==> config.mk <==
export PLATFORM = sky130hd
export DESIGN_NAME = sac_control
export DESIGN_NICKNAME = d
export VERILOG_FILES = /design/src/sac_pkg.sv /design/src/sac_quantizer.sv /design/src/sac_control.sv
export SDC_FILE = /design/constraint.sdc
export NUM_CORES = 1
export LEC_CHECK = 0
export ABC_AREA = 1
export BUFFER_PORTS_ARGS = -buffer_cell sky130_fd_sc_hd__buf_4
export CORE_UTILIZATION = 45
export DETAILED_ROUTE_END_ITERATION = 7
export PLACE_DENSITY = 0.75
export SLEW_MARGIN = 10
export SYNTH_ARGS = -nofsm -noshare
export SYNTH_HDL_FRONTEND = slang
export SYNTH_SLANG_ARGS = --single-unit
export TNS_END_PERCENT = 50
==> constraint.sdc <==
create_clock -name clk_sys -period 3.8 [get_ports clk_sys]
set_input_delay 0.19 -clock clk_sys [delete_from_list [all_inputs] [get_ports clk_sys]]
set_output_delay 0.19 -clock clk_sys [all_outputs]
set_load 0.03 [all_outputs]
==> src/sac_pkg.sv <==
// shared constants and types for the converter sequencing control
package sac_pkg;
  localparam int unsigned CLK_MHZ = 100;
  localparam int unsigned SETTLE_US = 20;
  localparam int unsigned SETTLE_CYC = SETTLE_US * CLK_MHZ;
  localparam int unsigned CONV_NS = 65;
  localparam int unsigned CONV_CYC = (CONV_NS * CLK_MHZ + 999) / 1000;
  localparam int unsigned RES_W = 10;
  localparam int unsigned SUM_W = 11;
  localparam int unsigned CH_W = 3;
  localparam logic [9:0] RESULT_RST = 10'h000;
  localparam logic [9:0] MID_LO = 10'h1FF;
  localparam logic [9:0] MID_HI = 10'h200;
  localparam logic [9:0] FULL_CODE = 10'h3FF;
  localparam logic [10:0] SUM_RST = 11'h000;
  localparam logic [2:0] CH_BATTERY = 3'h4;

  typedef enum logic [3:0] {
    SAC_OFF = 4'h1,
    SAC_SETTLE = 4'h2,
    SAC_SAMPLE = 4'h4,
    SAC_CONVERT = 4'h8
  } sac_state_t;

  typedef struct packed {
    logic regulator_enable;
    logic converter_enable;
    logic single_ended_select;
    logic triple_scale_attenuator;
    logic constant_load_enable;
    logic sampling_load_enable;
    logic chopping_enable;
    logic midscale_mute;
    logic polarity_invert;
    logic [2:0] channel_select;
  } sac_ctrl_t;

  typedef struct packed {
    logic regulator_on;
    logic attenuator_on;
    logic load_constant_on;
    logic load_dynamic_on;
    logic sample_on;
    logic mute_on;
    logic invert_on;
    logic [3:0] pad_select;
    logic [2:0] internal_select;
    logic differential;
  } sac_analog_t;
endpackage : sac_pkg

==> src/sac_quantizer.sv <==
// one-step quantizer path: polarity, mute and chopping on the digital side
`timescale 1ns/1ps
module sac_quantizer #(
  parameter int unsigned RES_W = 10
) (
  input wire logic clk_sys,
  input wire logic rst_sync_b,
  input wire logic take,
  input wire logic first_half,
  input wire logic mute,
  input wire logic invert,
  input wire logic [RES_W-1:0] raw_code,
  output logic [RES_W-1:0] code_ff,
  output logic [RES_W:0] sum_ff
);
  wire logic [RES_W-1:0] mid_code;
  wire logic [RES_W-1:0] muted_code;
  wire logic [RES_W-1:0] out_code;
  wire logic [RES_W:0] nxt_sum;

  // mute forces the midpoint; inverting output undoes the inverted input
  assign mid_code = sac_pkg::MID_HI;
  assign muted_code = mute ? mid_code : raw_code;
  assign out_code = invert ? ~muted_code : muted_code;
  // sum restarts on the first half so a chop pair never mixes with stale data
  assign nxt_sum = first_half ? {1'b0, out_code} : sum_ff + {1'b0, out_code};

  always_ff @(posedge clk_sys or negedge rst_sync_b)
  begin
    if (!rst_sync_b)
    begin
      code_ff <= sac_pkg::RESULT_RST;
      sum_ff <= sac_pkg::SUM_RST;
    end
    else if (take)
    begin
      code_ff <= out_code;
      sum_ff <= nxt_sum;
    end
  end
endmodule : sac_quantizer

==> src/sac_control.sv <==
// sequencing control for the general converter: regulator, sampling, conversion
`timescale 1ns/1ps
module sac_control #(
  parameter int unsigned SETTLE_CYC = sac_pkg::SETTLE_CYC,
  parameter int unsigned CONV_CYC = sac_pkg::CONV_CYC
) (
  input wire logic clk_sys,
  input wire logic rst_b,
  input wire sac_pkg::sac_ctrl_t ctrl,
  input wire logic start_write,
  input wire logic [sac_pkg::RES_W-1:0] raw_code,
  output sac_pkg::sac_analog_t analog_ff,
  output logic conversion_start_ff,
  output logic regulator_ready_ff,
  output logic [sac_pkg::RES_W-1:0] result_ff,
  output logic [sac_pkg::SUM_W-1:0] chop_sum_ff,
  output logic result_valid_ff
);
  localparam int unsigned SET_W = $clog2(SETTLE_CYC + 1);
  localparam int unsigned CNV_W = $clog2(CONV_CYC + 1);

  logic rst_meta_ff;
  logic rst_sync_b;
  sac_pkg::sac_state_t state_ff;
  sac_pkg::sac_state_t nxt_state;
  logic [SET_W-1:0] settle_ff;
  logic [SET_W-1:0] nxt_settle;
  logic [CNV_W-1:0] conv_ff;
  logic [CNV_W-1:0] nxt_conv;
  logic chop_half_ff;
  logic nxt_chop_half;
  logic [sac_pkg::RES_W-1:0] code_w;
  logic [sac_pkg::SUM_W-1:0] sum_w;
  sac_pkg::sac_analog_t nxt_analog;

  wire logic settled;
  wire logic start_ok;
  wire logic conv_done;
  wire logic chop_second;
  wire logic battery_sel;
  wire logic invert_now;
  wire logic [3:0] pads;

  // decode a channel code to the pads it connects
  function automatic logic [3:0] pad_decode(input logic [2:0] ch, input logic se);
    logic [3:0] p;
    p = 4'h0;
    if (ch[2] == 1'b0)
    begin
      if (se)
        p = 4'h1 << ch[1:0];
      else
        p = ch[0] ? 4'hC : 4'h3;
    end
    return p;
  endfunction : pad_decode

  // reset release through two flip-flops
  always_ff @(posedge clk_sys or negedge rst_b)
  begin
    if (!rst_b)
    begin
      rst_meta_ff <= 1'b0;
      rst_sync_b <= 1'b0;
    end
    else
    begin
      rst_meta_ff <= 1'b1;
      rst_sync_b <= rst_meta_ff;
    end
  end

  assign settled = (settle_ff == SET_W'(SETTLE_CYC));
  // start only counts once settled and tracking; otherwise dropped
  assign start_ok = start_write && ctrl.converter_enable && settled;
  assign conv_done = (state_ff == sac_pkg::SAC_CONVERT) && (conv_ff == CNV_W'(CONV_CYC - 1));
  assign chop_second = ctrl.chopping_enable && chop_half_ff;
  assign battery_sel = (ctrl.channel_select == sac_pkg::CH_BATTERY);
  // chop second half flips polarity on top of the sign control
  assign invert_now = ctrl.polarity_invert ^ chop_second;
  assign pads = pad_decode(ctrl.channel_select, ctrl.single_ended_select);

  // state sequencing
  always_comb
  begin
    nxt_state = state_ff;
    nxt_settle = settle_ff;
    nxt_conv = '0;
    nxt_chop_half = chop_half_ff;
    if (!ctrl.regulator_enable)
    begin
      nxt_state = sac_pkg::SAC_OFF;
      nxt_settle = '0;
      nxt_chop_half = 1'b0;
    end
    else
    begin
      if (!settled)
        nxt_settle = settle_ff + SET_W'(1);
      unique case (state_ff)
        sac_pkg::SAC_OFF:
          nxt_state = sac_pkg::SAC_SETTLE;
        sac_pkg::SAC_SETTLE:
          if (settled && ctrl.converter_enable)
            nxt_state = sac_pkg::SAC_SAMPLE;
        sac_pkg::SAC_SAMPLE:
          if (!ctrl.converter_enable)
            nxt_state = sac_pkg::SAC_SETTLE;
          else if (start_ok)
            nxt_state = sac_pkg::SAC_CONVERT;
        sac_pkg::SAC_CONVERT:
        begin
          nxt_conv = conv_ff + CNV_W'(1);
          if (conv_done)
          begin
            nxt_state = sac_pkg::SAC_SAMPLE;
            nxt_chop_half = ctrl.chopping_enable && !chop_half_ff;
          end
        end
        default:
          nxt_state = sac_pkg::SAC_OFF;
      endcase
    end
  end

  // analog side controls, all registered
  always_comb
  begin
    nxt_analog.regulator_on = ctrl.regulator_enable;
    nxt_analog.attenuator_on = ctrl.triple_scale_attenuator || battery_sel;
    nxt_analog.load_constant_on = ctrl.constant_load_enable;
    nxt_analog.load_dynamic_on = ctrl.sampling_load_enable
                                 && (nxt_state == sac_pkg::SAC_SAMPLE);
    nxt_analog.sample_on = (nxt_state == sac_pkg::SAC_SAMPLE);
    nxt_analog.mute_on = ctrl.midscale_mute;
    nxt_analog.invert_on = invert_now;
    nxt_analog.pad_select = pads;
    nxt_analog.internal_select = ctrl.channel_select[2] ? ctrl.channel_select : 3'h0;
    nxt_analog.differential = !ctrl.single_ended_select;
  end

  always_ff @(posedge clk_sys or negedge rst_sync_b)
  begin
    if (!rst_sync_b)
    begin
      state_ff <= sac_pkg::SAC_OFF;
      settle_ff <= '0;
      conv_ff <= '0;
      chop_half_ff <= 1'b0;
      analog_ff <= '0;
    end
    else
    begin
      state_ff <= nxt_state;
      settle_ff <= nxt_settle;
      conv_ff <= nxt_conv;
      chop_half_ff <= nxt_chop_half;
      analog_ff <= nxt_analog;
    end
  end

  // start bit self-clears as the result lands
  always_ff @(posedge clk_sys or negedge rst_sync_b)
  begin
    if (!rst_sync_b)
    begin
      conversion_start_ff <= 1'b0;
      regulator_ready_ff <= 1'b0;
      result_valid_ff <= 1'b0;
    end
    else
    begin
      conversion_start_ff <= (nxt_state == sac_pkg::SAC_CONVERT);
      regulator_ready_ff <= ctrl.regulator_enable && (nxt_settle == SET_W'(SETTLE_CYC));
      result_valid_ff <= conv_done;
    end
  end

  sac_quantizer #(
    .RES_W(sac_pkg::RES_W)
  ) u_quant (
    .clk_sys(clk_sys),
    .rst_sync_b(rst_sync_b),
    .take(conv_done),
    .first_half(!chop_second),
    .mute(ctrl.midscale_mute),
    .invert(invert_now),
    .raw_code(raw_code),
    .code_ff(code_w),
    .sum_ff(sum_w)
  );

  // 10-bit result and 11-bit chop sum; software halves the sum itself
  assign result_ff = code_w;
  assign chop_sum_ff = sum_w;
endmodule : sac_control

Yosys cells after proc, flatten, opt, wreduce, memory -nomap -nowiden:

Cells that the tools add are included.

* register bits after elaboration: 60
* input bits: 25
* output and inout port bits: 39
* logic and storage cells: 71

* $add $sub $neg: 3
* equality and inequality tests: 12
* shifts and indexed selects: 1
* multiplexer cells: 20
* bitwise operators: 2
* reduce and logical (&&, ||, !) cells: 12

Operator list (count)
* 11-bit 2-to-1 mux: 3
* 4-bit 2-to-1 mux: 8
* 11-bit equality test, second input constant: 2
* 10-bit 2-to-1 mux: 2
* 4-bit one-hot mux with 4 select lines: 1
* 11-bit by 1-bit adder with 11-bit output, second input constant: 1
* 11-bit by 10-bit adder with 11-bit output: 1
* 10-bit inverter: 1
* 3-bit 2-to-1 mux: 3
* 4-bit by 3-bit equality test with 1-bit output, second input constant: 2
* 4-bit equality test, second input constant: 2
* 1-bit logical AND: 8
* 3-bit equality test, second input constant: 2
* 4-bit by 1-bit equality test with 1-bit output, second input constant: 1
* 4-bit by 2-bit equality test with 1-bit output, second input constant: 1
* 2-bit by 1-bit inequality test with 1-bit output, second input constant: 2
* 1-bit by 2-bit << shifter with 4-bit output, first input constant: 1
* 3-bit by 1-bit adder with 3-bit output, second input constant: 1
* 1-bit 2-to-1 mux: 3
* 1-bit logical NOT: 2
* 2-bit AND reduction: 1
* 1-bit logical OR: 1
* 1-bit bitwise XOR: 1

Longest topological paths before layout:

Gate-level depths: netlist of the first run.

* word-level depth: 8
* depth in mapped cells: 18
* depth with buffers taken out: 17

Hierarchy:

From an unflattened synthesis of the first run, not the netlist that was laid out.

* cell total of the unflattened synthesis: 423
* area total of the unflattened synthesis: 3329.4 µm²

Modules (own cells, without submodules)
* sac_control: times used 1, cells an instance 187, area each 1737.9 µm², sequential area each 977.2 µm²
* sac_quantizer: times used 1, cells an instance 236, area each 1591.5 µm², sequential area each 525.5 µm²

Least setup slack after synthesis of the first run:

No wires, ideal clock.

* path kind: reg2reg
* start: register chop_half_ff
* end: register u_quant.sum_ff[8]
* setup time: 84 ps
* arrival time: 2256 ps
* data required time: 3716 ps
* slack: 1460 ps
* cell stages (with the launch flop): 18
* path buffers: 1
* clock period less this slack: 2340 ps
* cell sequence: dfrtp_1 -> nand2_2 -> inv_4 -> nand2_2 -> nand2_2 -> buf_12 -> xor2_1 -> inv_1 -> ha_1 -> inv_1 -> fa_1 -> inv_1 -> nand3_1 -> nand2_1 -> nand3_1 -> nand3_1 -> nand3_1 -> a21boi_0

* cells in the longest elaborated chain, start to end: 5

Ends and longest elaborated chain
* start: declaration: RTL line sac_control.sv:30 `logic chop_half_ff;`
* start signal: assignment: RTL line sac_control.sv:157 `chop_half_ff <= nxt_chop_half;`
* 1-bit logical AND: RTL line sac_control.sv:77 `assign chop_second = ctrl.chopping_enable && chop_half_ff;`
* 1-bit bitwise XOR: RTL line sac_control.sv:80 `assign invert_now = ctrl.polarity_invert ^ chop_second;`
* via invert_now: RTL line sac_control.sv:41 `wire logic invert_now;`
* 10-bit 2-to-1 mux: RTL line sac_quantizer.sv:24 `assign out_code = invert ? ~muted_code : muted_code;`
* via u_quant.out_code[0]: RTL line sac_quantizer.sv:18 `wire logic [RES_W-1:0] out_code;`
* 11-bit by 10-bit adder with 11-bit output: RTL line sac_quantizer.sv:26 `assign nxt_sum = first_half ? {1'b0, out_code} : sum_ff + {1'b0, out_code};`
* 11-bit 2-to-1 mux: RTL line sac_quantizer.sv:26
* end signal: assignment: RTL line sac_quantizer.sv:33 `sum_ff <= sac_pkg::SUM_RST;`
* end signal: assignment: RTL line sac_quantizer.sv:38 `sum_ff <= nxt_sum;`
* end: declaration: RTL line sac_quantizer.sv:14 `output logic [RES_W:0] sum_ff`

The timed path passes the listed nets, and every way through them passes these cells.
A chain may end at the register's enable or synchronous reset.

Worst setup path in the final report of the first run:

* start: register chop_half_ff
* end: register u_quant.sum_ff[8]

* cells in the longest elaborated chain, start to end: 5

Ends and longest elaborated chain (RTL line)
* 1-bit logical AND: sac_control.sv:77
* 1-bit bitwise XOR: sac_control.sv:80
* 10-bit 2-to-1 mux: sac_quantizer.sv:24
* via u_quant.out_code[0]: sac_quantizer.sv:18
* 11-bit by 10-bit adder with 11-bit output: sac_quantizer.sv:26
* 11-bit 2-to-1 mux: sac_quantizer.sv:26

The timed path passes the listed nets, and every way through them passes these cells.

==> results of run 1 <==
## kinds of logic (layout without fill, tap and decap cells)
| logic type | count (synthesis) | after routing | synth area share |
|---|---|---|---|
| AND/OR/NAND/NOR | 223 | 223 | 0.285 |
| buffers and inverters | 61 | 140 | 0.0778 |
| flip-flops | 60 | 60 | 0.456 |
| AO/OA/AOI/OAI | 37 | 37 | 0.0672 |
| adder cells (fa/ha/maj) | 15 | 15 | 0.0592 |
| XOR/XNOR | 15 | 15 | 0.0535 |
| other | 1 | 1 | 0.00114 |
## cell usage in the layout, fill, tap and decap left out, types with 3 or more instances in the layout
cell and n:
clkinvlp_4 3, nor2_1 39, nand3_1 30, dfrtp_1 58, buf_4 65, clkbuf_8 9
dlygate4sd3_1 4, o21ai_0 7, a21oi_1 16, nand2_1 134, nor3_1 4, xor2_1 5
clkinv_4 3, xnor2_2 5, ha_1 14, nand4_1 4, inv_1 52, xnor2_1 4
nand2_2 5, a211oi_1 3
## flip-flops by register name, indices dropped and copies added, names as in the netlist
signal / count
analog_ff: 15
settle_ff: 11
u_quant.sum_ff: 11
u_quant.code_ff: 10
state_ff: 4
conv_ff: 3
chop_half_ff: 1
conversion_start_ff: 1
regulator_ready_ff: 1
result_valid_ff: 1
rst_meta_ff: 1
rst_sync_b: 1
## path summary, 6_finish.rpt
| check | start | end | cells after the start |
|---|---|---|---|
| min in group asynchronous | rst_b | rst_meta_ff | 2 |
| worst min register to register | rst_sync_b | analog_ff[12] | 0 |
| worst min-delay path | ctrl[9] | analog_ff[0] | 2 |
| max in group asynchronous | rst_sync_b | state_ff[0] | 1 |
| worst max register to register | chop_half_ff | u_quant.sum_ff[8] | 16 |
| worst max-delay path | chop_half_ff | u_quant.sum_ff[8] | 16 |
## power by group through the flow
stage          Clock (W)  Sequential, W  Combinational, W
2_1_floorplan          0       0.000696          0.000126
3_3_place_gp           0       0.000677          0.000205
3_5_place_dp           0       0.000678          0.000209
4_1_cts         0.000516       0.000665          0.000214
5_1_grt         0.000553       0.000667          0.000243
6_report        0.000507       0.000665          0.000214
## metrics by stage
step,util,worst slack (ps),hold slack [ps],cell area [µm²]
finish,0.587,1030,19.5,4080
global route,0.587,772,10.2,4080
CTS,0.587,1040,10.9,4080
detailed placement,0.556,1060,-24.2,3860
global placement,0.556,1110,-26.7,3860
floorplan,-,1460,-106,3300
## layer usage
metal	vias to the layer above	global-route usage
met5	-	0
met4	0	0.0879
met3	17	0.0650
li1	1441	-
met1	1303	0.257
met2	77	0.352
## final cells by class
type                    instances  area (µm²)  area share
clock buffers                   9         124      0.0304
clock inverters                 7        53.8      0.0132
well taps                      96         120      0.0295
flip-flops and latches         60        1500       0.369
repair buffers                 69         528       0.130
inverters                      55         209      0.0513
multi-input cells             291        1540       0.377
## repair_timing
action	CTS	global route
resized for setup	0	0
hold buffers	4	0
endpoints found under the hold margin	5	0
==> out/metrics.yaml, run 1 <==
path_buf_inv: 4
die_area_um2: 7670
dr_wl_met2_mm: 3.40
synth.distinct_cells: 38
finalPower_w: 0.00139
vdd_drop_max_uv: 237
syn_area_um2: 3300
seqPwrFrac: 0.480
drive_gt1_frac: 0.206
start_util: 0.475
n_fill_cell: 636
synth-seq-area-share: 0.456
num_rows: 30
area_growth_pct: 23.6
grt_overflow: 0
insertion_delay_ps: 340
hp-class: "in -> reg"
fmax_mhz: 361
yosysMostFrequentCell: "nand2_1"
ioPinCount: 64
synth_edf_count: 0
finalCritPeriodShare: 0.729
switchingPower_w: 0.000410
status: "completed"
fin_tns_setup_ps: 0
critical_path_class: "reg -> reg"
maxSlewViolCount: 0
antenna_found_initial: 0
synth-seq-cells: 60
syn_nets: 452
place_congestion: 0.884
dr_total_vias: 2838
p_per_area_nw_per_um2: 340
wl_per_cell_um: 12.1
comb_power_share: 0.154
antenna_cells: 0
hold_viol: 0
cts_max_level: 3
synth_top_cells_by_count: "nand2_1, dfrtp_1, inv_1"
fin_nets: 526
ys_top_cells_by_area: "dfrtp_1, nand2_1, inv_1, ha_1, nand3_1"
grt_util_all_layers: 0.212
ys.flop_type: "dfrtp_1"
cp-start-kind: "flip-flop"
swShare: 0.296
top_layer_used: "met4"
cts_buffers: 9
core_um2: 6940
rrSetupSlack_ps: 1030
drc: 0
yosysTopAreaCell: "dfrtp_1"
cp.required_ps: 4060
wl_met1_mm: 3.15
clock-sinks: 60
chipHeight_um: 87.6
slowest_delay_ps: 390
grt_pass1_vias: 2812
max_slew_margin: 0.561
chipWidth_um: 87.6
clkPwrFrac: 0.366
setup_viol_count_final: 0
cts_tree: "built"
crit_top_cell: "nand3_1"
grt_max_degree: 37
first_pass_iters: 4
worstPathCellList: "nand2_2 > inv_4 > nand2_2 > nand2_2 > xor2_1 > inv_1 > ha_1 > inv_1 > fa_1 > inv_1 > nand3_1 > nand2_1 > nand3_1 > nand3_1 > nand3_1 > a21boi_0"
placed_cells: 567
cts.reportedPaths.clkPinSlew_ps: 80
postCtsSetupBuffers: 0
crit_arrival_ps: 3030
async_reset_ff_frac: 1.00
syn_inst: 412
critPathCaptureType: "flip-flop"
p_int_w: 0.000976
cap_violations: 0
slowest_stage: "dfrtp_1"
cts-root-buf: "clkbuf_8"
stdcell_count: 587
final.min_clock_period_ps: 2770
clock_skew_ps: 9.58
ant_nets: 0
path_delay_family: "simple AND/OR/NAND/NOR gates"
drt_iter0_drc: 135
clock_path_buffers: 2
power.leakage_nw: 2.17
crit_path_max_fanout: 11
worst_pin_slew_ps: 658
wl_met3_um: 394
viasPerCell: 4.83
port_buffers: 63
drt_wl_total_mm: 7.12
synth.avg_cell_area_um2: 8.00
yosysWarnings: 0
grt_first_pass_wirelength_mm: 12.3
synth_top_cell_area_share: 0.448
dp_hpwl_mm: 5.38
rsz0062_at_grt: "no"
Power figures use the tool's default switching activity.
==> run 2, diff against run 1 <==
- ABC_AREA: 1 -> 0
- clock period: 3.8 -> 2.55 ns (I/O delays scaled with it)
==> run 2 against run 1 <==
The run now ends with negative setup slack left. Critical endpoint is now u_quant.sum_ff[9]. Critical path type unchanged. Largest cell class unchanged. Hold slack got worse by 8.9 ps. Non-clock buffer count increased by 32. Clock skew increased by 0.96 ps. Combinational power increased by 120%. Sequential share of layout area decreased by 2.9 points.
==> out/metrics.yaml, run 2 <==
status: "finished with violations"
violations: "negative setup slack"
vdd_drop_max_uv: 446
placed_cell_area_um2: 4050
drive_gt1_frac: 0.302
yosysMostFrequentCell: "dfrtp_1"
yosysTopAreaCell: "dfrtp_1"
synthAdderAreaFrac: 0.0601
fin_nets: 478
rrSetupSlack_ps: -120
crit_start: "chop_half_ff"
largest_reg_flops: 15
chipWidth_um: 86.9
viasPerCell: 5.12
synth_top_cells_by_count: "dfrtp_1, nand2_1, nor2_1"
yosysWarnings: 0
syn_area_um2: 3250
ys_top_cells_by_area: "dfrtp_1, ha_1, xnor2_1, nand2_1, nor2_1"
synth_top_family_by_area: "simple AND/OR/NAND/NOR gates"
mostFrequentLayoutCells: "buf_4, dfrtp_1, nand2_1"
slowest_stage: "dfrtp_1"
r2r-end: "u_quant.sum_ff[9]"
reg.largest.list: "analog_ff: 15 flops, settle_ff: 11 flops, u_quant.sum_ff: 11 flops"
critical_path_class: "reg -> reg"
worst_pin_slew_ps: 642
setup_ws_ps: -125
grt_first_pass_wirelength_mm: 12.2
antenna_cells: 0
synth_top_cell_area_share: 0.455
slowest_delay_ps: 380
cts_buffers: 9
hold_viol: 0
syn_nets: 380
synth-seq-cells: 60
max_slew_margin: 0.572
grt_max_degree: 33
synth_compound_area_frac: 0.124
ys.flop_type: "dfrtp_1"
critPathCaptureType: "flip-flop"
clock-sinks: 60
cts.reportedPaths.clkPinSlew_ps: 70
reg2reg_depth: 12
drt_wl_total_mm: 7.84
insertion_delay_ps: 350
path_buf_inv: 2
hp-class: "in -> reg"
top_register: "analog_ff"
fmax_mhz: 374
start_util: 0.472
drc: 0
area_growth_pct: 36.2
wl_per_cell_um: 14.5
r2r-start: "chop_half_ff"
chipHeight_um: 86.9
first_pass_iters: 4
yosys.area_share.simple: 0.228
dr_total_vias: 2759
critPathCapture: "u_quant.sum_ff[9]"
synthMuxAreaShare: 0.0158
setup_viol_count_final: 4
core_um2: 6870
place_congestion: 0.842
clock_skew_ps: 10.5
cap_violations: 0
synth.avg_cell_area_um2: 9.55
final.min_clock_period_ps: 2670
ant_nets: 0
cp.required_ps: 2810
path_delay_family: "compound AO/OA/AOI/OAI gates"
synth_xor_area_frac: 0.0671
worstPathCellList: "and2_4 > xnor2_4 > buf_12 > xnor2_2 > inv_2 > ha_4 > nand3_1 > o211ai_1 > o2111ai_1 > a21boi_1 > mux2_4 > a32oi_1"
maxSlewViolCount: 0
rsz0062_at_grt: "yes"
cp-start-kind: "flip-flop"
p_per_area_nw_per_um2: 505
port_buffers: 63
crit_arrival_ps: 2940
dp_hpwl_mm: 5.34
synth.distinct_cells: 55
place_ws_ps: -141
syn_inst: 340
power.leakage_nw: 2.00
postLayoutCellArea_um2: 4420
grt_pass1_vias: 2624
min_from: "ctrl[11]"
antenna_found_initial: 0
drt_iter0_drc: 118
final_common_cell: "buf_4"
synth-seq-area-share: 0.463
cts_max_level: 3
synth_edf_count: 0
cts_tree: "built"
cts-root-buf: "clkbuf_8"
grt_util_all_layers: 0.212
die_area_um2: 7560
finalCritPeriodShare: 1.05
clock_path_buffers: 2
critical_path_depth: 12
crit_path_max_fanout: 8
num_rows: 30
async_reset_ff_frac: 1.00
ioPinCount: 64
grt_overflow: 0
run 2: changes by cell type after synthesis, sizes merged, moves of 6 or more:
cell / delta
xnor2: +11
nor2: -10
inv: -38
nand2: -95
nand3: -18
nor2b: +10
nor3b: +6
o21ai: +9
and2: +11
run 2: cell type report:
type | instances | area, µm²
Clock buffer | 11 | 131
Clock inverter | 5 | 30.0
Fill cell | 561 | 2450
Inverter | 16 | 60.1
Multi-Input combinational cell | 250 | 1770
Sequential cell | 60 | 1500
Tap cell | 96 | 120
Timing Repair Buffer | 101 | 806
run 2: stage by stage:
step / setup TNS, ps / hold WS (ps) / std cells / power (W) / util
2_1_floorplan: -230 / -168 / 340 / 0.00129 / -
3_3_place_gp: -213 / -89.4 / 510 / 0.00145 / 0.590
3_5_place_dp: -626 / -88.6 / 510 / 0.00146 / 0.590
4_1_cts: -147 / 7.12 / 537 / 0.00222 / 0.636
5_1_grt: -869 / 0.320 / 539 / 0.00233 / 0.644
6_report: -303 / 10.6 / 539 / 0.00223 / 0.644
run 2: layer usage:
metal / track usage / vias up / part of all wire
met5: 0 / - / 0
met4: 0.0788 / 0 / 0.015
met3: 0.0569 / 10 / 0.054
met2: 0.346 / 72 / 0.49
met1: 0.272 / 1322 / 0.44
li1: - / 1355 / -
run 2: worst min-delay path by stage:
stage,to,slack (ps),cells after the start
floorplan,rst_meta_ff,-170,0
global placement,rst_meta_ff,-90,1
detailed placement,rst_meta_ff,-90,1
CTS,analog_ff[14],7,1
global route,analog_ff[14],0.3,1
finish,analog_ff[14],10,1
run 2: worst register-to-register path, cell delays in order, from the launching register on:
cell	delay (ps)
dfrtp_1	380
and2_4	160
xnor2_4	170
buf_12	170
xnor2_2	130
inv_2	80
ha_4	280
nand3_1	80
o211ai_1	280
o2111ai_1	140
a21boi_1	200
mux2_4	320
a32oi_1	200
run 2: timing repair:
| item | CTS | global route |
|---|---|---|
| buffers inserted | 2 | 2 |
| pin swaps | 5 | 3 |
| hold endpoints to repair | 12 | 0 |
| setup endpoints to repair | 6 | 6 |
| hold buffers | 9 | 0 |
| gates resized for setup | 7 | 5 |
run 2: cells by family after synthesis:
family	Yosys count
AOI/OAI and AO/OA	63
xor gates and xnor gates	24
adders and majority gates	15
buffers and inverters	30
DFF	60
muxes	5
other	1
and+or+nand+nor	142
run 2: where the power goes:
group / leakage, nW / internal, W / switching, W
clock network: 0.0791 / 0.000347 / 0.000386
registers: 0.706 / 0.000983 / 0.0000347
logic: 1.21 / 0.000237 / 0.000244
